==> config.mk <==
export PLATFORM = sky130hd
export DESIGN_NAME = ilc_top
export DESIGN_NICKNAME = d
export VERILOG_FILES = /design/src/ilc_pkg.sv /design/src/ilc_top.sv
export SDC_FILE = /design/constraint.sdc
export NUM_CORES = 1
export LEC_CHECK = 0
export BUFFER_PORTS_ARGS = -buffer_cell sky130_fd_sc_hd__buf_2
export CAP_MARGIN = 20
export CELL_PAD_IN_SITES_DETAIL_PLACEMENT = 0
export CELL_PAD_IN_SITES_GLOBAL_PLACEMENT = 1
export CORE_MARGIN = 1.5
export CORE_UTILIZATION = 47
export DETAILED_ROUTE_END_ITERATION = 10
export PLACE_DENSITY_LB_ADDON = 0.1
export REMOVE_ABC_BUFFERS = 1
export SYNTH_ARGS = -nofsm -noshare
export SYNTH_HDL_FRONTEND = slang
export SYNTH_SLANG_ARGS = --single-unit
==> constraint.sdc <==
create_clock -name CLOCK -period 10.9 [get_ports CLOCK]
set_input_delay 2.18 -clock CLOCK [delete_from_list [all_inputs] [get_ports CLOCK]]
set_output_delay 2.18 -clock CLOCK [all_outputs]
set_load 0.02 [all_outputs]
==> src/ilc_pkg.sv <==
// interleaved converter trigger control: shared constants and types
// --------------------------------------------------------------------
// Functional notes
// - each unit offers 12, 10 or 8 bit results, speed against precision
// - unit 0 has 13 channels, unit 1 has 16 plus temperature and reference
// - single scan converts selected channels once, lowest first, then stops
// - continuous scan repeats the ascending sequence without new triggers
// - group scan splits channels into groups A and B, each ascending
// - conversion takes 0.4 us per channel at a 50 MHz conversion clock
// - compare-match-A starts unit 0, overflow starts unit 1, continuous
// - scan-end event is always produced, whether or not interrupts enabled
// - unit 0 scan end requests first DMA channel, unit 1 the second
// - interleave works on channel pairs 0, 1 and 2 of both units
// - both units convert the same pin alternately, doubling sample rate
// --------------------------------------------------------------------
package ilc_pkg;

	// ----------------------------------------------------------------
	// widths
	// ----------------------------------------------------------------
	localparam int ADDR_W = 8;
	localparam int DATA_W = 32;
	localparam int CODE_W = 12;
	localparam int CH_W   = 5;
	localparam int MASK_W = 18;
	localparam int CNT_W  = 10;

	// ----------------------------------------------------------------
	// register offsets (byte addresses)
	// ----------------------------------------------------------------
	localparam logic [ADDR_W-1:0] OFS_CTRL    = 8'h00;
	localparam logic [ADDR_W-1:0] OFS_CHSEL0  = 8'h04;
	localparam logic [ADDR_W-1:0] OFS_CHSEL1  = 8'h08;
	localparam logic [ADDR_W-1:0] OFS_GRPB0   = 8'h0C;
	localparam logic [ADDR_W-1:0] OFS_GRPB1   = 8'h10;
	localparam logic [ADDR_W-1:0] OFS_SSC     = 8'h14;
	localparam logic [ADDR_W-1:0] OFS_STATUS  = 8'h18;
	localparam logic [ADDR_W-1:0] OFS_RESULT0 = 8'h1C;
	localparam logic [ADDR_W-1:0] OFS_RESULT1 = 8'h20;

	// ----------------------------------------------------------------
	// control fields and reset values
	// ----------------------------------------------------------------
	localparam int CTRL_MODE_LSB = 0;
	localparam int CTRL_RES_LSB  = 2;
	localparam int CTRL_IL_BIT   = 4;
	localparam int CTRL_PAIR_LSB = 5;
	localparam logic [1:0] MAX_PAIR = 2'h2;
	localparam logic [7:0] CTRL_RESET = 8'h00;
	localparam logic [7:0] SSC_RESET  = 8'h0B;
	localparam logic [MASK_W-1:0] CHSEL_RESET = 18'h00001;
	localparam logic [MASK_W-1:0] U0_MASK = 18'h01FFF;
	localparam logic [MASK_W-1:0] U1_MASK = 18'h3FFFF;
	localparam logic [1:0] RESP_OKAY   = 2'h0;
	localparam logic [1:0] RESP_SLVERR = 2'h2;

	// ----------------------------------------------------------------
	// timing
	// ----------------------------------------------------------------
	localparam int CLK_MHZ       = 100;
	localparam int CONV_CLK_MHZ  = 50;
	localparam int CONV_TIME_NS  = 400;
	localparam int CONV_CYC      = CONV_TIME_NS * CLK_MHZ / 1000;
	localparam int CLK_PER_STATE = CLK_MHZ / CONV_CLK_MHZ;
	localparam int HALF_CYC      = CLK_PER_STATE / 2;
	localparam int SAR_OVH       = CONV_CYC - CODE_W - HALF_CYC
		- int'(SSC_RESET) * CLK_PER_STATE;

	// ----------------------------------------------------------------
	// types
	// ----------------------------------------------------------------
	typedef enum logic [1:0] {
		MODE_SINGLE,
		MODE_CONT,
		MODE_GROUP
	} ilc_mode_e;

	typedef enum logic [1:0] {
		PH_IDLE,
		PH_SAMPLE,
		PH_CONV
	} ilc_phase_e;

	typedef struct packed {
		ilc_phase_e        ph;
		logic [CH_W-1:0]   ch;
		logic [CNT_W-1:0]  cnt;
		logic              grp;
		logic [CODE_W-1:0] res;
		logic [CH_W-1:0]   res_ch;
		logic              hold;
		logic              done;
	} ilc_unit_s;

endpackage : ilc_pkg

==> src/ilc_top.sv <==
// interleaved converter trigger control: sequencers and register slave
//
// Design decisions made here: register access over AXI4-Lite and the register offsets.
`timescale 1ns/100ps
module ilc_top (
	input  wire logic                         CLOCK,
	input  wire logic                         RESET_N,
	input  wire logic                         TRIG_0,
	input  wire logic                         TRIG_1,
	input  wire logic [ilc_pkg::CODE_W-1:0]   CODE_0,
	input  wire logic [ilc_pkg::CODE_W-1:0]   CODE_1,
	output logic      [ilc_pkg::CH_W-1:0]     CH_SEL_0,
	output logic      [ilc_pkg::CH_W-1:0]     CH_SEL_1,
	output logic                              HOLD_0,
	output logic                              HOLD_1,
	output logic                              SHARED_PIN_LINK,
	output logic                              FIRST_DMA_REQ,
	output logic                              SECOND_DMA_REQ,
	input  wire logic                         S_AXI_AWVALID,
	output logic                              S_AXI_AWREADY,
	input  wire logic [ilc_pkg::ADDR_W-1:0]   S_AXI_AWADDR,
	input  wire logic                         S_AXI_WVALID,
	output logic                              S_AXI_WREADY,
	input  wire logic [ilc_pkg::DATA_W-1:0]   S_AXI_WDATA,
	input  wire logic [3:0]                   S_AXI_WSTRB,
	output logic                              S_AXI_BVALID,
	input  wire logic                         S_AXI_BREADY,
	output logic      [1:0]                   S_AXI_BRESP,
	input  wire logic                         S_AXI_ARVALID,
	output logic                              S_AXI_ARREADY,
	input  wire logic [ilc_pkg::ADDR_W-1:0]   S_AXI_ARADDR,
	output logic                              S_AXI_RVALID,
	input  wire logic                         S_AXI_RREADY,
	output logic      [ilc_pkg::DATA_W-1:0]   S_AXI_RDATA,
	output logic      [1:0]                   S_AXI_RRESP
);
	import ilc_pkg::*;

	// ----------------------------------------------------------------
	// state
	// ----------------------------------------------------------------
	typedef struct packed {
		logic [1:0]                   trig_s1;
		logic [1:0]                   trig_s2;
		logic [1:0]                   trig_p;
		logic [1:0][CODE_W-1:0]       code_s1;
		logic [1:0][CODE_W-1:0]       code_s2;
		logic                         aw_have;
		logic                         w_have;
		logic                         awready;
		logic                         wready;
		logic                         bvalid;
		logic [1:0]                   bresp;
		logic [ADDR_W-1:0]            awaddr;
		logic [DATA_W-1:0]            wdata;
		logic [3:0]                   wstrb;
		logic                         arready;
		logic                         rvalid;
		logic [1:0]                   rresp;
		logic [DATA_W-1:0]            rdata;
		logic [7:0]                   ctrl;
		logic [7:0]                   ssc;
		logic [1:0][MASK_W-1:0]       chsel;
		logic [1:0][MASK_W-1:0]       grpb;
		logic                         share;
		ilc_unit_s [1:0]              u;
	} ilc_state_s;

	ilc_state_s q;
	ilc_state_s n;
	logic [1:0] rst_sync_q;
	logic       rst_n;

	// ----------------------------------------------------------------
	// helpers
	// ----------------------------------------------------------------
	function automatic logic [CH_W:0] first_ch(
		input logic [MASK_W-1:0] m,
		input logic [CH_W:0]     from
	);
		logic [CH_W:0] r;
		r = '0;
		for (int i = MASK_W - 1; i >= 0; i--) begin
			if (m[i] && (6'(i) >= from)) begin
				r = {1'b1, CH_W'(i)};
			end
		end
		return r;
	endfunction : first_ch

	function automatic logic [3:0] res_bits(input logic [1:0] r);
		case (r)
			2'h1:    return 4'hA;
			2'h2:    return 4'h8;
			default: return 4'hC;
		endcase
	endfunction : res_bits

	// lower resolutions drop the low bits, right-aligned in the result
	function automatic logic [CODE_W-1:0] scale(
		input logic [CODE_W-1:0] c,
		input logic [1:0]        r
	);
		case (r)
			2'h1:    return {2'h0, c[11:2]};
			2'h2:    return {4'h0, c[11:4]};
			default: return c;
		endcase
	endfunction : scale

	function automatic logic [CNT_W-1:0] samp_load(input logic [7:0] s);
		return CNT_W'(s) * CNT_W'(CLK_PER_STATE) + CNT_W'(HALF_CYC)
			- CNT_W'(1);
	endfunction : samp_load

	function automatic logic [CNT_W-1:0] conv_load(input logic [1:0] r);
		return CNT_W'(res_bits(r)) + CNT_W'(SAR_OVH) - CNT_W'(1);
	endfunction : conv_load

	function automatic logic [DATA_W-1:0] wmerge(
		input logic [DATA_W-1:0] old,
		input logic [DATA_W-1:0] d,
		input logic [3:0]        s
	);
		logic [DATA_W-1:0] r;
		r = old;
		for (int b = 0; b < 4; b++) begin
			if (s[b]) begin
				r[b*8 +: 8] = d[b*8 +: 8];
			end
		end
		return r;
	endfunction : wmerge

	function automatic logic [ADDR_W-1:0] word(input logic [ADDR_W-1:0] a);
		return {a[ADDR_W-1:2], 2'h0};
	endfunction : word

	// ----------------------------------------------------------------
	// reset release
	// ----------------------------------------------------------------
	always_ff @(posedge CLOCK or negedge RESET_N) begin
		if (!RESET_N) begin
			rst_sync_q <= 2'h0;
		end else begin
			rst_sync_q <= {rst_sync_q[0], 1'b1};
		end
	end
	assign rst_n = rst_sync_q[1];

	// ----------------------------------------------------------------
	// next state
	// ----------------------------------------------------------------
	always_comb begin
		ilc_mode_e          md;
		logic               il;
		logic [1:0]         pair;
		logic [MASK_W-1:0]  pm;
		logic [MASK_W-1:0]  m;
		logic [CH_W:0]      f;
		logic               t;
		logic               g;
		md   = ilc_mode_e'(q.ctrl[CTRL_MODE_LSB +: 2]);
		il   = q.ctrl[CTRL_IL_BIT];
		pair = q.ctrl[CTRL_PAIR_LSB +: 2];
		pm   = '0;
		m    = '0;
		f    = '0;
		t    = 1'b0;
		g    = 1'b0;
		n    = q;

		// pins cross in through two flops each
		n.trig_s1    = {TRIG_1, TRIG_0};
		n.trig_s2    = q.trig_s1;
		n.trig_p     = q.trig_s2;
		n.code_s1[0] = CODE_0;
		n.code_s1[1] = CODE_1;
		n.code_s2    = q.code_s1;

		// ------------------------------------------------------------
		// write channel: address and data taken in either order
		// ------------------------------------------------------------
		if (S_AXI_AWVALID && q.awready) begin
			n.aw_have = 1'b1;
			n.awaddr  = S_AXI_AWADDR;
		end
		if (S_AXI_WVALID && q.wready) begin
			n.w_have = 1'b1;
			n.wdata  = S_AXI_WDATA;
			n.wstrb  = S_AXI_WSTRB;
		end
		if (q.bvalid && S_AXI_BREADY) begin
			n.bvalid = 1'b0;
		end
		if (q.aw_have && q.w_have && !q.bvalid) begin
			n.aw_have = 1'b0;
			n.w_have  = 1'b0;
			n.bvalid  = 1'b1;
			n.bresp   = RESP_OKAY;
			case (word(q.awaddr))
				OFS_CTRL: begin
					n.ctrl = 8'(wmerge(32'(q.ctrl), q.wdata, q.wstrb));
				end
				OFS_CHSEL0: begin
					n.chsel[0] = U0_MASK & MASK_W'(wmerge(
						32'(q.chsel[0]), q.wdata, q.wstrb));
				end
				OFS_CHSEL1: begin
					n.chsel[1] = U1_MASK & MASK_W'(wmerge(
						32'(q.chsel[1]), q.wdata, q.wstrb));
				end
				OFS_GRPB0: begin
					n.grpb[0] = U0_MASK & MASK_W'(wmerge(
						32'(q.grpb[0]), q.wdata, q.wstrb));
				end
				OFS_GRPB1: begin
					n.grpb[1] = U1_MASK & MASK_W'(wmerge(
						32'(q.grpb[1]), q.wdata, q.wstrb));
				end
				OFS_SSC: begin
					n.ssc = 8'(wmerge(32'(q.ssc), q.wdata, q.wstrb));
				end
				OFS_STATUS, OFS_RESULT0, OFS_RESULT1: begin
				end
				default: begin
					n.bresp = RESP_SLVERR;
				end
			endcase
		end
		n.awready = !n.aw_have && !n.bvalid;
		n.wready  = !n.w_have && !n.bvalid;

		// ------------------------------------------------------------
		// read channel
		// ------------------------------------------------------------
		if (q.rvalid && S_AXI_RREADY) begin
			n.rvalid = 1'b0;
		end
		if (S_AXI_ARVALID && q.arready) begin
			n.rvalid = 1'b1;
			n.rresp  = RESP_OKAY;
			n.rdata  = '0;
			case (word(S_AXI_ARADDR))
				OFS_CTRL:   n.rdata = 32'(q.ctrl);
				OFS_CHSEL0: n.rdata = 32'(q.chsel[0]);
				OFS_CHSEL1: n.rdata = 32'(q.chsel[1]);
				OFS_GRPB0:  n.rdata = 32'(q.grpb[0]);
				OFS_GRPB1:  n.rdata = 32'(q.grpb[1]);
				OFS_SSC:    n.rdata = 32'(q.ssc);
				OFS_STATUS: begin
					n.rdata = {11'h0, q.u[1].ch, 3'h0, q.u[0].ch, 4'h0,
						q.u[1].grp, q.u[0].grp,
						q.u[1].ph != PH_IDLE, q.u[0].ph != PH_IDLE};
				end
				// the first DMA channel reads this one
				OFS_RESULT0: begin
					n.rdata = {11'h0, q.u[0].res_ch, 4'h0, q.u[0].res};
				end
				// the second DMA channel reads this one
				OFS_RESULT1: begin
					n.rdata = {11'h0, q.u[1].res_ch, 4'h0, q.u[1].res};
				end
				default: begin
					n.rresp = RESP_SLVERR;
				end
			endcase
		end
		n.arready = !n.rvalid;

		// ------------------------------------------------------------
		// interleave: both units on one pin, pair 0, 1 or 2
		// ------------------------------------------------------------
		if (pair > MAX_PAIR) begin
			pair = 2'h0;
		end
		pm      = MASK_W'(1) << pair;
		n.share = il;

		// ------------------------------------------------------------
		// unit sequencers; unit 0 on TRIG_0, unit 1 on TRIG_1
		// ------------------------------------------------------------
		for (int k = 0; k < 2; k++) begin
			// triggers landing mid-scan are dropped, so spacing is
			// the timer's job
			t = q.trig_s2[k] && !q.trig_p[k];
			g = (md == MODE_GROUP) && q.u[k].grp && !il;
			m = il ? pm : (g ? q.grpb[k] : q.chsel[k]);
			n.u[k].done = 1'b0;
			case (q.u[k].ph)
				PH_IDLE: begin
					f = first_ch(m, '0);
					if (t && f[CH_W]) begin
						n.u[k].ph   = PH_SAMPLE;
						n.u[k].ch   = f[CH_W-1:0];
						n.u[k].cnt  = samp_load(q.ssc);
						n.u[k].hold = 1'b1;
					end else if (t && md == MODE_GROUP) begin
						// an empty group is skipped
						n.u[k].grp = !q.u[k].grp;
					end
				end
				PH_SAMPLE: begin
					if (q.u[k].cnt == '0) begin
						n.u[k].ph   = PH_CONV;
						n.u[k].cnt  = conv_load(q.ctrl[CTRL_RES_LSB +: 2]);
						n.u[k].hold = 1'b0;
					end else begin
						n.u[k].cnt = q.u[k].cnt - CNT_W'(1);
					end
				end
				PH_CONV: begin
					if (q.u[k].cnt != '0) begin
						n.u[k].cnt = q.u[k].cnt - CNT_W'(1);
					end else begin
						n.u[k].res = scale(q.code_s2[k],
							q.ctrl[CTRL_RES_LSB +: 2]);
						n.u[k].res_ch = q.u[k].ch;
						f = first_ch(m, {1'b0, q.u[k].ch} + 6'h01);
						if (f[CH_W]) begin
							n.u[k].ph   = PH_SAMPLE;
							n.u[k].ch   = f[CH_W-1:0];
							n.u[k].cnt  = samp_load(q.ssc);
							n.u[k].hold = 1'b1;
						end else begin
							// raised with no interrupt enable at all
							n.u[k].done = 1'b1;
							f = first_ch(m, '0);
							if (md == MODE_CONT && f[CH_W]) begin
								n.u[k].ph   = PH_SAMPLE;
								n.u[k].ch   = f[CH_W-1:0];
								n.u[k].cnt  = samp_load(q.ssc);
								n.u[k].hold = 1'b1;
							end else begin
								n.u[k].ph = PH_IDLE;
								if (md == MODE_GROUP) begin
									n.u[k].grp = !q.u[k].grp;
								end
							end
						end
					end
				end
				default: begin
					n.u[k].ph = PH_IDLE;
				end
			endcase
		end
	end

	// ----------------------------------------------------------------
	// registers
	// ----------------------------------------------------------------
	always_ff @(posedge CLOCK or negedge rst_n) begin
		if (!rst_n) begin
			q          <= '0;
			q.ctrl     <= CTRL_RESET;
			q.ssc      <= SSC_RESET;
			q.chsel    <= {CHSEL_RESET, CHSEL_RESET};
			q.awready  <= 1'b1;
			q.wready   <= 1'b1;
			q.arready  <= 1'b1;
		end else begin
			q <= n;
		end
	end

	// ----------------------------------------------------------------
	// outputs, all straight from flops
	// ----------------------------------------------------------------
	assign CH_SEL_0        = q.u[0].ch;
	assign CH_SEL_1        = q.u[1].ch;
	assign HOLD_0          = q.u[0].hold;
	assign HOLD_1          = q.u[1].hold;
	assign SHARED_PIN_LINK = q.share;
	assign FIRST_DMA_REQ   = q.u[0].done;
	assign SECOND_DMA_REQ  = q.u[1].done;
	assign S_AXI_AWREADY   = q.awready;
	assign S_AXI_WREADY    = q.wready;
	assign S_AXI_BVALID    = q.bvalid;
	assign S_AXI_BRESP     = q.bresp;
	assign S_AXI_ARREADY   = q.arready;
	assign S_AXI_RVALID    = q.rvalid;
	assign S_AXI_RDATA     = q.rdata;
	assign S_AXI_RRESP     = q.rresp;

endmodule : ilc_top

== Word level (Yosys, flattened, before mapping) ==
Index checks and enable logic that the tools add are counted.

* Bits of input ports: 85
* Flip-flop bits (word level): 281
* Word-level logic and storage cells: 407
* Output and inout port bits: 56

* Shifts and indexed selects: 1
* Muxes and demuxes: 156
* $add $sub $neg: 10
* Bitwise operators: 2
* Eq/ne operators: 44
* Reductions and logical operators: 107
* $lt $le $gt $ge: 37

{| class="wikitable"
|+ Operators by type and width
! cell !! number
|-
| 2-to-1 mux 6 bit || 84
|-
| one-hot mux 21 bit (9 select lines) || 1
|-
| greater-or-equal comparator 4 x 6 -> 1 bit (first input constant) || 16
|-
| one-hot mux 10 bit (3 select lines) || 2
|-
| logical AND 1 bit || 57
|-
| 2-to-1 mux 18 bit || 3
|-
| equality test 6 x 3 -> 1 bit (second input constant) || 8
|-
| greater-or-equal comparator 3 x 6 -> 1 bit (first input constant) || 8
|-
| one-hot mux 12 bit (2 select lines) || 2
|-
| AND reduction 3 bit || 16
|-
| 2-to-1 mux 10 bit || 4
|-
| 2-to-1 mux 20 bit || 2
|-
| 2-to-1 mux 35 bit || 1
|-
| 2-to-1 mux 17 bit || 2
|-
| 2-to-1 mux 16 bit || 2
|-
| != test 2 bit (second input constant) || 16
|-
| 2-to-1 mux 15 bit || 2
|-
| subtractor 10 x 1 -> 10 bit (second input constant) || 3
|-
| 2-to-1 mux 1 bit || 28
|-
| equality test 6 x 2 -> 1 bit (second input constant) || 4
|-
| greater-or-equal comparator 1 x 6 -> 1 bit (first input constant) || 4
|-
| greater-or-equal comparator 2 x 6 -> 1 bit (first input constant) || 4
|-
| greater-or-equal comparator 5 x 6 -> 1 bit (first input constant) || 4
|-
| zero test 10 bit || 2
|-
| 34 further kinds || 82
|}

== Depth between registers and ports, before layout ==
Gate-level depths: netlist (run 1).

* Depth in word-level cells: 34
* Gate-level depth with buffers: 12
* Gate-level depth less buffers: 10

== Worst setup path before layout (run 1) ==
No wires, ideal clock.

* Kind: in2reg
* Start: input S_AXI_ARADDR[2] in the netlist's numbering
* End: register q (netlist bit S_AXI_RDATA[3])
* Library setup time: 0.064 ns
* Stages: 8
* Arrival: 3.819 ns
* Required time: 10.836 ns
* Path buffers: 3
* Setup slack: 7.017 ns
* Cell sequence: clkbuf_1 > nor2_1 > and4b_1 > clkbuf_1 > buf_1 > a22oi_1 > a31oi_1 > a21o_1

* Longest elaborated chain between the ends: 2

{| class="wikitable"
|+ RTL lines
! element !! RTL line !! text
|-
| start, declared || ilc_top.sv:31 || <nowiki>input wire logic [ilc_pkg::ADDR_W-1:0] S_AXI_ARADDR,</nowiki>
|-
| equality test 6 x 4 -> 1 bit (tied with other cells) || ilc_top.sv:244 || <nowiki>case (word(S_AXI_ARADDR))</nowiki>
|-
| one-hot mux 21 bit (9 select lines) (*) || ilc_top.sv:244 ||
|-
| end signal, assigned || ilc_top.sv:363 || <nowiki>q <= n;</nowiki>
|-
| end, declared || ilc_top.sv:69 || <nowiki>ilc_state_s q;</nowiki>
|}

Every way passes the cells marked *; elsewhere a longest branch is shown, timed or not.
A chain may end at the register's enable or synchronous reset.

== Worst setup path after layout (run 1) ==
* Start: input S_AXI_ARADDR[3] in the netlist's numbering
* End: register q (netlist bit S_AXI_RDATA[0])

Same word-level chain as after synthesis.

==> run metrics, run 1 <==
via count=11200; data required time at the worst endpoint=11340 ps; critical-path maximum fanout=29; Post-CTS Resized=0; root buffer selected by CTS=sky130_fd_sc_hd__clkbuf_16; sequential cell area=0.00662 mm2; Post-CTS Setup Bufs=0; number of nets at the end of the flow=1576; maximum clock frequency=226 MHz; arithmetic-cell share of the synthesized area counting full adders, half adders and majority gates=1.92%; Leak=0.00726 uW; count of flip-flops with a built-in enable after synthesis=0; r2r setup slk=6580 ps; FF+latch count, synth=264; setup TNS=0 ps; antenna cell count=0; multi-input gate area in the final layout=0.00695 mm2; number of antenna violations at the first check in global routing=0; Die X-Extent=178 um; Core Util, Final=53.2%; global route total overflow=0; clock skew after layout=26.8 ps; endpoint type of the worst setup path=flop; post-synthesis async set-or-reset flop share=100%; Die Outline Area=0.0315 mm2; kind of critical path=input pin to flop; most frequent cell after synthesis=sky130_fd_sc_hd__dfrtp_1; minimum period implied by the final worst setup slack=4430 ps; worst r2r path cells=8; hold slack=324 ps; clock tree from TritonCTS=yes; final clock period utilization by the worst path=40.6%; final RePlAce weighted congestion=0.889; share of the synthesized area in compound gates (AO/OA/AOI/OAI)=18.0%; Synth Area in Simple Gates=13.8%; Overall Global Routing Usage=26.1%; row count=63; Post-DP HPWL=29700 um; Max-Cap Viols=0; Pwr Density=305 mW/mm2; launching instance or port of the critical path=S_AXI_ARADDR[3]; fraction of final layout cells sized beyond drive strength 1=22.5%; Starting Density=48.1%; DRT Wirelength=40300 um; distinct cell type count after synthesis=89; Clock transition at path regs=60 ps; flip-flop cell with the highest count after synthesis=sky130_fd_sc_hd__dfrtp_1; xor/xnor cell area share of the yosys netlist=0.550%; Post-Syn Area=0.0143 mm2; wire length of the first global-routing pass=63300 um; Die Span Y=178 um; number of H-tree branching levels=1; CTS sink cnt=264; pin count of the biggest net entering global routing=80; pin slew with the least headroom to its limit=1090 ps; clock latency reported for the late side of the worst-skew pair=560 ps; number of top-level pins=141; Post-CTS Hold Buffers=0; unrepaired setup endpoints after global routing=no; number of global-route vias before repair=10700; per-cell via count in the routed design=5.93; 1st-pass router iterations=5; mux cell area share after synthesis=13.8%; largest area contributor in the netlist=sky130_fd_sc_hd__dfrtp_1; warnings from Yosys=0; Hold Path Class=flop to async pin; Filler Cell Count=2744; Critical R2R Launch=n[74]$_DFFE_PN0P_; post-detailed-route count of antenna-violating nets=0; detail-routed net length per standard cell=21.4 um; Worst IR Drop VDD=0.157 mV; result of the run=finished clean; Port-buffer cells=107; synthesized area per cell=10.1 um2; buffer depth of the longest clock path=3; data arrival at the endpoint of the critical path=4870 ps; Startpoint Class=input pin; Residual DRC=0; leading post-synthesis cells by instance count=sky130_fd_sc_hd__dfrtp_1, sky130_fd_sc_hd__mux2_2, sky130_fd_sc_hd__nand2_1, sky130_fd_sc_hd__nor2_1, sky130_fd_sc_hd__a21oi_1; total count of max-transition violations in the final report=0; capture instance of the worst register-to-register path=q[28]$_DFFE_PN0P_; top area cells in the synthesized netlist=sky130_fd_sc_hd__dfrtp_1, sky130_fd_sc_hd__mux2_2, sky130_fd_sc_hd__nand2_1; sequential fraction of the synthesis area=46.2%; setup violation total in the final timing report=0; dominant combinational cell family by area after synthesis=compound AO/OA/AOI/OAI gates; number of DRC markers after the initial detailed-route iteration=770; last element of the critical path=S_AXI_RDATA[0]$_DFFE_PN0P_; post-synthesis instance total=1419; area fraction of the dominant cell type after synthesis=44.7%; count of final hold-check violations=0; Floorplan Core Area=0.0298 mm2; number of clock buffers inserted by TritonCTS=29; Max transition margin=27.1%; growth of design area from synthesis to finish=10.7%
metrics by stage:
step	total power [uW]	cell area (um2)	setup WS (ps)	instances
detailed placement	3850	14800	5910	1825
global placement	3830	14800	5950	1825
global route	5180	15900	6330	1882
floorplan	3140	13700	3010	1316
CTS	4840	15800	6240	1879
finish	4830	15900	6470	1882
how the worst min path moves through the flow:
stage / start / endpoint / slack (ps) / cells past startpoint
after floorplan: n[300]$_DFF_PN0_ / n[298]$_DFF_PN0_ / 330 / 0
final: rst_sync_q[1]$_DFF_PN0_ / q[255]$_DFF_PN0_ / 320 / 0
after detailed placement: n[253]$_DFF_PN0_ / q[253]$_DFF_PN0_ / 330 / 0
after global routing: n[266]$_DFF_PN0_ / q[266]$_DFF_PN0_ / 330 / 0
after global placement: n[271]$_DFF_PN0_ / q[271]$_DFF_PN0_ / 330 / 0
after CTS: n[266]$_DFF_PN0_ / q[266]$_DFF_PN0_ / 320 / 0
cell usage in the layout (no fill, tap or decap), types with 7 or more instances in the layout:
cell,synthesis,final
sky130_fd_sc_hd__nor2b_1,24,24
sky130_fd_sc_hd__o31ai_1,9,9
sky130_fd_sc_hd__conb_1,2,15
sky130_fd_sc_hd__nor4_1,7,7
sky130_fd_sc_hd__and3_1,14,14
sky130_fd_sc_hd__a31oi_1,18,18
sky130_fd_sc_hd__buf_4,51,12
sky130_fd_sc_hd__mux2i_1,42,42
sky130_fd_sc_hd__clkbuf_16,0,29
sky130_fd_sc_hd__mux2_2,129,129
sky130_fd_sc_hd__nor2_1,106,106
sky130_fd_sc_hd__a211oi_1,19,19
sky130_fd_sc_hd__dfrtp_1,256,254
sky130_fd_sc_hd__dfstp_2,8,8
sky130_fd_sc_hd__buf_2,10,107
sky130_fd_sc_hd__ha_1,22,22
sky130_fd_sc_hd__o21a_1,7,7
sky130_fd_sc_hd__a221oi_1,17,17
sky130_fd_sc_hd__o22ai_1,15,15
sky130_fd_sc_hd__o21ai_0,86,86
sky130_fd_sc_hd__a32oi_1,8,8
sky130_fd_sc_hd__a21o_1,7,7
sky130_fd_sc_hd__nand2b_1,19,19
sky130_fd_sc_hd__o211ai_1,13,13
sky130_fd_sc_hd__a22oi_1,45,45
sky130_fd_sc_hd__nand2_1,119,119
sky130_fd_sc_hd__nand3_1,20,20
sky130_fd_sc_hd__nand3b_1,7,7
sky130_fd_sc_hd__a21oi_1,87,87
sky130_fd_sc_hd__clkinv_2,0,7
sky130_fd_sc_hd__nor3_1,28,27
sky130_fd_sc_hd__and2_1,8,8
sky130_fd_sc_hd__inv_1,42,42
state kept, by name (all words and copies together), names as in the netlist, 2 cells and up:
| name | flops |
|---|---|
| CH_SEL_0 | 4 |
| CH_SEL_1 | 5 |
| S_AXI_RDATA | 21 |
| n | 29 |
| q | 191 |
| rst_sync_q | 2 |
where the power goes:
part / switching, uW / leakage (uW) / total [uW] / internal [uW]
Clock: 405 / 0.000466 / 977 / 572
Sequential: 359 / 0.00335 / 1630 / 1270
Combinational: 1340 / 0.00344 / 2230 / 889
Total: 2110 / 0.00726 / 4830 / 2730
kinds of logic after synthesis:
| kind of cell | Yosys count |
|---|---|
| AND/OR/NAND/NOR | 395 |
| AO/OA/AOI/OAI | 391 |
| flip-flops | 264 |
| multiplexers | 178 |
| buffers and inverters | 158 |
| adder cells (fa/ha/maj) | 22 |
| XOR/XNOR | 9 |
| other | 2 |
worst max-delay path: stages:
cell and delay, ps:
sky130_fd_sc_hd__buf_2 610, sky130_fd_sc_hd__nor2_1 410, sky130_fd_sc_hd__and4b_1 360, sky130_fd_sc_hd__o21ai_1 700
sky130_fd_sc_hd__buf_4 320, sky130_fd_sc_hd__a31oi_1 80, sky130_fd_sc_hd__a21o_1 190
per-layer routing:
metal,part of all wire [%],vias up,track usage [%]
met3,4.8,53,3.13
li1,-,5229,-
met1,46,5579,37.0
met4,2.2,0,6.23
met5,0,-,0
met2,47,303,42.7
layout make-up:
class                           instances  area share (%)
Sequential cell                       264            41.7
Tap cell                              390            3.08
Inverter                               42           0.994
Clock inverter                         14           0.852
Multi-Input combinational cell       1010            43.8
Timing Repair Buffer                  122            4.39
Clock buffer                           40            5.15
Note: power is estimated with default switching activity, not from simulation.
==> run 2: changes to the inputs <==
==> constraint.sdc (replaced) <==
create_clock -name CLOCK -period 4.4 [get_ports CLOCK]
set_input_delay 0.88 -clock CLOCK [delete_from_list [all_inputs] [get_ports CLOCK]]
set_output_delay 0.88 -clock CLOCK [all_outputs]
set_load 0.02 [all_outputs]
==> run 2 against run 1 <==
- sequential cell count stayed put
- clock power increased to 2.5 times the previous value
- clock skew down 15 ps
- count of clock-buffer cells in the layout increased by 9
- worst setup slack worse by 5900 ps
- via count rose by 0.31%
- final area rose by 0.97%
- first-iteration DRC count is 2.6% lower
- global-route usage fell by 0.44 points
- wire length is 1.4% lower
- non-clock buffer count is 20 higher
- sequential power increased by 140%
- largest cell class unchanged
- highest routed layer is now met5
==> run metrics, run 2 (same netlist as run 1, synthesis figures left out) <==
result of the run=finished clean; Post-CTS Setup Bufs=0; Die X-Extent=178 um; CP most frequent cell=sky130_fd_sc_hd__a21oi_1; final RePlAce weighted congestion=0.921; Max-Cap Viols=0; last element of the critical path=HOLD_0$_DFFE_PN0P_; clock tree from TritonCTS=yes; Starting Density=48.1%; Floorplan Core Area=0.0298 mm2; Leak=0.00736 uW; cells along the critical path=nand3b_1 > buf_4 > mux2i_1 > a21oi_1 > nor4b_2 > a21oi_1 > nor3_1 > a2111oi_0 > mux2_2; buffer depth of the longest clock path=3; Die Outline Area=0.0315 mm2; Hold Path Class=input pin to async pin; critical-path maximum fanout=15; CTS sink cnt=264; reported net switching power=5170 uW; pin count of the biggest net entering global routing=99; setup TNS=0 ps; Combinational Power Share=47.1%; area post-placement=0.0151 mm2; cell with the biggest individual delay on the critical path=sky130_fd_sc_hd__a2111oi_0; Total Power Consumption=12000 uW; per-cell via count in the routed design=5.89; buffer and inverter count on the worst path=1; worst r2r path cells=9; number of top-level pins=141; fraction of final layout cells sized beyond drive strength 1=23.2%; Die Span Y=178 um; Post-CTS Hold Buffers=0; Clock power frac=20.3%; minimum period implied by the final worst setup slack=3850 ps; logic depth of the worst setup path including buffers=9; count of final hold-check violations=0; data required time at the worst endpoint=4860 ps; Clock transition at path regs=60 ps; kind of critical path=flop to flop; Post-DP HPWL=29500 um; global route total overflow=0; data arrival at the endpoint of the critical path=4310 ps; via count=11200; number of clock buffers inserted by TritonCTS=29; Top delay family on crit path=compound AO/OA/AOI/OAI gates; row count=63; Pwr Density=752 mW/mm2; r2r setup slk=550 ps; peak per-stage delay on the critical path=710 ps; Residual DRC=0; unrepaired setup endpoints after global routing=no; clock skew after layout=11.8 ps; power share of the sequential group=32.6%; number of nets at the end of the flow=1596; launching instance or port of the critical path=q[155]$_DFFE_PN0P_; endpoint type of the worst setup path=flop; Core Util, Final=53.8%; growth of design area from synthesis to finish=11.8%; Critical R2R Launch=q[155]$_DFFE_PN0P_; clock latency reported for the late side of the worst-skew pair=580 ps; Max transition margin=27.2%; number of global-route vias before repair=10900; antenna cell count=0; max reg flops=191; top library cells by usage in the layout, fill and taps aside=sky130_fd_sc_hd__dfrtp_1, sky130_fd_sc_hd__mux2_2, sky130_fd_sc_hd__nand2_1; final design area excluding fillers=0.0160 mm2; number of DRC markers after the initial detailed-route iteration=750; detail-routed net length per standard cell=20.9 um; Startpoint Class=flop; worst setup timing slack at the placement stage=640 ps; capture instance of the worst register-to-register path=HOLD_0$_DFFE_PN0P_; root buffer selected by CTS=sky130_fd_sc_hd__clkbuf_16; post-detailed-route count of antenna-violating nets=0; pin slew with the least headroom to its limit=1090 ps; wire length of the first global-routing pass=62500 um; total count of max-transition violations in the final report=0; setup violation total in the final timing report=0; net switching share of the total power=42.9%; Port-buffer cells=107; Worst IR Drop VDD=0.365 mV; Overall Global Routing Usage=25.7%; Internal Pwr Total=6870 uW; final clock period utilization by the worst path=87.5%; most frequent standard cell in the layout excluding fill and tap cells=sky130_fd_sc_hd__dfrtp_1; maximum clock frequency=260 MHz; number of H-tree branching levels=1; Post-CTS Resized=0; worst setup slack after layout=551 ps; DRT Wirelength=39700 um; 1st-pass router iterations=7; number of antenna violations at the first check in global routing=2; largest reg by FF count=q
[run 2: cell types whose count changed in the layout (fill, tap and decap cells not counted), moves of 2 or more]
cell | previous run | this run
sky130_fd_sc_hd__clkbuf_1 | 6 | 10
sky130_fd_sc_hd__clkinv_2 | 7 | 1
sky130_fd_sc_hd__buf_12 | 0 | 2
sky130_fd_sc_hd__buf_4 | 12 | 32
sky130_fd_sc_hd__clkbuf_8 | 5 | 10
sky130_fd_sc_hd__inv_6 | 2 | 0
sky130_fd_sc_hd__clkinvlp_4 | 3 | 1
[run 2: worst min-delay path by stage]
| stage | from | to | cells past startpoint |
|---|---|---|---|
| finish | RESET_N | rst_sync_q[1]$_DFF_PN0_ | 1 |
| global route | RESET_N | rst_sync_q[1]$_DFF_PN0_ | 1 |
| CTS | RESET_N | rst_sync_q[1]$_DFF_PN0_ | 1 |
| detailed placement | rst_sync_q[1]$_DFF_PN0_ | q[241]$_DFFE_PN0P_ | 0 |
| global placement | rst_sync_q[1]$_DFF_PN0_ | q[249]$_DFF_PN0_ | 0 |
| floorplan | n[300]$_DFF_PN0_ | n[298]$_DFF_PN0_ | 0 |
[run 2: routing by layer]
layer	vias up	track usage [%]	part of all wire, %
li1	5266	-	-
met1	5525	35.6	45
met5	-	0	0.013
met3	69	3.58	5.1
met4	2	8.40	3.2
met2	337	41.5	47
[run 2: final cells by class]
class                           instances  area (um2)
Tap cell                              390         488
Timing Repair Buffer                  142         843
Clock inverter                          4        62.6
Sequential cell                       264        6620
Multi-Input combinational cell       1010        6940
Fill cell                            2741       13800
Inverter                               42         158
Clock buffer                           49         901
[run 2: power by group through the flow]
stage	combinational, uW	sequential [uW]	clock [uW]
global route	6270	4030	2590
global placement	5630	3930	0
floorplan	3940	3840	0
detailed placement	5650	3950	0
CTS	5670	3910	2500
finish	5670	3920	2450
[run 2: worst register-to-register path, delay by kind of cell, from the launching register on]
family	cells	cell delay (ps)
compound gates	3	1670
mux	2	620
simple gates	3	600
flops	1	520
buf+inv	1	320
[run 2: per-stage QoR]
stage	hold WS, ps	std cells
after floorplan	331	1316
after global placement	226	1847
after detailed placement	229	1848
after CTS	65.1	1901
after global routing	68.6	1901
final	79.6	1901
==> run 3: changes to the inputs <==
--- a/config.mk
+++ b/config.mk
@@ -7,10 +7,10 @@
 export LEC_CHECK = 0
 export BUFFER_PORTS_ARGS = -buffer_cell sky130_fd_sc_hd__buf_2
 export CAP_MARGIN = 20
-export CELL_PAD_IN_SITES_DETAIL_PLACEMENT = 0
-export CELL_PAD_IN_SITES_GLOBAL_PLACEMENT = 1
+export CELL_PAD_IN_SITES_DETAIL_PLACEMENT = 2
+export CELL_PAD_IN_SITES_GLOBAL_PLACEMENT = 2
 export CORE_MARGIN = 1.5
-export CORE_UTILIZATION = 47
+export CORE_UTILIZATION = 39
 export DETAILED_ROUTE_END_ITERATION = 10
 export PLACE_DENSITY_LB_ADDON = 0.1
 export REMOVE_ABC_BUFFERS = 1
==> run 3 against run 2 <==
- hold slack worse by 4.3 ps
- worst setup slack better by 140 ps
- sequential share of layout area is 0.60 points lower
- combinational power is 5.1% higher
- core utilization is 9.0 points lower
- clock power is 12% higher
- count of clock-buffer cells in the layout is 13 lower
- wire length is 24% higher
- die area is 20% higher
- critical path type unchanged
- largest cell class unchanged
- largest power group unchanged
- highest routed layer is now met4
==> run metrics, run 3 (same netlist as run 1, synthesis figures left out) <==
DRT Wirelength=49400 um; pin count of the biggest net entering global routing=118; maximum clock frequency=270 MHz; clock skew after layout=19.8 ps; post-detailed-route count of antenna-violating nets=0; row count=70; power share of the sequential group=31.8%; Clock transition at path regs=60 ps; global route total overflow=0; Hold Path Class=input pin to async pin; filler-free cell count of the finished design=1987; reported net switching power=5670 uW; cell with the biggest individual delay on the critical path=sky130_fd_sc_hd__nor4_4; pin slew with the least headroom to its limit=1010 ps; clock tree from TritonCTS=yes; Post-CTS Hold Buffers=0; clock latency reported for the late side of the worst-skew pair=590 ps; wire length of the first global-routing pass=76900 um; Port-buffer cells=107; Leak=0.00742 uW; number of clock buffers inserted by TritonCTS=31; 1st-pass router iterations=4; Clock power frac=21.5%; most frequent standard cell in the layout excluding fill and tap cells=sky130_fd_sc_hd__dfrtp_1; setup violation total in the final timing report=0; net switching share of the total power=44.4%; total count of max-transition violations in the final report=0; root buffer selected by CTS=sky130_fd_sc_hd__clkbuf_16; area post-placement=0.0152 mm2; Max transition margin=32.5%; number of antenna violations at the first check in global routing=0; buffer depth of the longest clock path=3; minimum period implied by the final worst setup slack=3710 ps; max reg flops=191; antenna cell count=0; Floorplan Core Area=0.0363 mm2; Core Util, Final=44.7%; kind of critical path=flop to flop; Internal Pwr Total=7080 uW; Starting Density=39.4%; growth of design area from synthesis to finish=13.4%; top library cells by usage in the layout, fill and taps aside=sky130_fd_sc_hd__dfrtp_1, sky130_fd_sc_hd__mux2_2, sky130_fd_sc_hd__nand2_1; number of H-tree branching levels=1; Residual DRC=0; fraction of final layout cells sized beyond drive strength 1=24.1%; per-cell via count in the routed design=5.86; number of top-level pins=141; worst setup slack after layout=694 ps; Max-Cap Viols=0; final RePlAce weighted congestion=0.891; data required time at the worst endpoint=4860 ps; Die Outline Area=0.0379 mm2; Post-CTS Resized=0; unrepaired setup endpoints after global routing=no; number of nets at the end of the flow=1603; detail-routed net length per standard cell=24.9 um; Startpoint Class=flop; Die X-Extent=195 um; Pwr Density=784 mW/mm2; number of global-route vias before repair=12700; number of DRC markers after the initial detailed-route iteration=532; worst setup timing slack at the placement stage=747 ps; via count=11700; data arrival at the endpoint of the critical path=4160 ps; endpoint type of the worst setup path=flop; count of final hold-check violations=0; Worst IR Drop VDD=0.323 mV; Combinational Power Share=46.8%; Post-DP HPWL=36300 um; largest reg by FF count=q; Overall Global Routing Usage=26.3%; result of the run=finished clean; CTS sink cnt=264; Die Span Y=195 um; final clock period utilization by the worst path=84.2%; cells along the critical path=and3b_1 > buf_4 > mux2i_1 > a21oi_1 > nor4_4 > a31oi_1 > or4_4 > a21o_1 > mux2_4; # placed instances=1930; final design area excluding fillers=0.0163 mm2; peak per-stage delay on the critical path=580 ps; Post-CTS Setup Bufs=0; critical-path maximum fanout=14
-- run 3: cell types whose count changed in the layout (fill, tap and decap cells not counted), moves of 4 or more --
cell and change:
sky130_fd_sc_hd__buf_4 +5, sky130_fd_sc_hd__bufinv_16 +4, sky130_fd_sc_hd__clkbuf_1 -8, sky130_fd_sc_hd__clkbuf_8 -7, sky130_fd_sc_hd__clkinv_2 +5, sky130_fd_sc_hd__clkinvlp_4 +5
-- run 3: final timing paths --
check                                        start                 endpoint  slack [ps]  cells past startpoint
setup / recovery                q[155]$_DFFE_PN0P_  CH_SEL_1[4]$_DFFE_PN0P_         690                      9
hold / removal                             RESET_N  rst_sync_q[1]$_DFF_PN0_          80                      1
setup reg to reg                q[155]$_DFFE_PN0P_  CH_SEL_1[4]$_DFFE_PN0P_         690                      9
hold reg to reg            rst_sync_q[1]$_DFF_PN0_       q[239]$_DFFE_PN0P_         130                      0
max in group asynchronous  rst_sync_q[1]$_DFF_PN0_       HOLD_1$_DFFE_PN0P_        3110                      1
min in group CLOCK                n[270]$_DFF_PN0_         q[270]$_DFF_PN0_         340                      0
-- run 3: area by class of cell --
class / count / area, um2
multi-input combinational: 1010 / 6940
timing repair buffer: 147 / 868
fill: 3831 / 20100
clock buffer: 36 / 825
clock inverter: 20 / 251
tap: 468 / 586
sequential: 264 / 6620
inverter: 42 / 158
-- run 3: stage by stage --
step	setup TNS, ps	hold WS (ps)	power [uW]
after detailed placement	0	130	10000
final	0	75.4	12700
after global routing	0	59.6	13600
after floorplan	-896550	331	7770
after CTS	0	50.2	12800
after global placement	0	127	9750
-- run 3: power groups by stage --
stage               sequential, uW  combinational (uW)  clock, uW
detailed placement            4080                5930          0
global route                  4140                6580       2890
global placement              4020                5730          0
CTS                           4040                5990       2800
finish                        4050                5960       2740
floorplan                     3840                3940          0
-- run 3: critical path, delay by kind of cell, from the launching register on --
kind,cells,cell delay (ps)
AND/OR/NAND/NOR,3,1310
multiplexers,2,800
AO/OA/AOI/OAI,3,690
flip-flops,1,480
buffers and inverters,1,290
-- run 3: metal layers --
layer  wire (um)  up-vias  track usage (%)
li1            -     5279                -
met1       21400     6068             33.9
met2       25000      230             46.4
met3        1590       76             2.62
met4        1370        0             8.36
met5           0        -                0
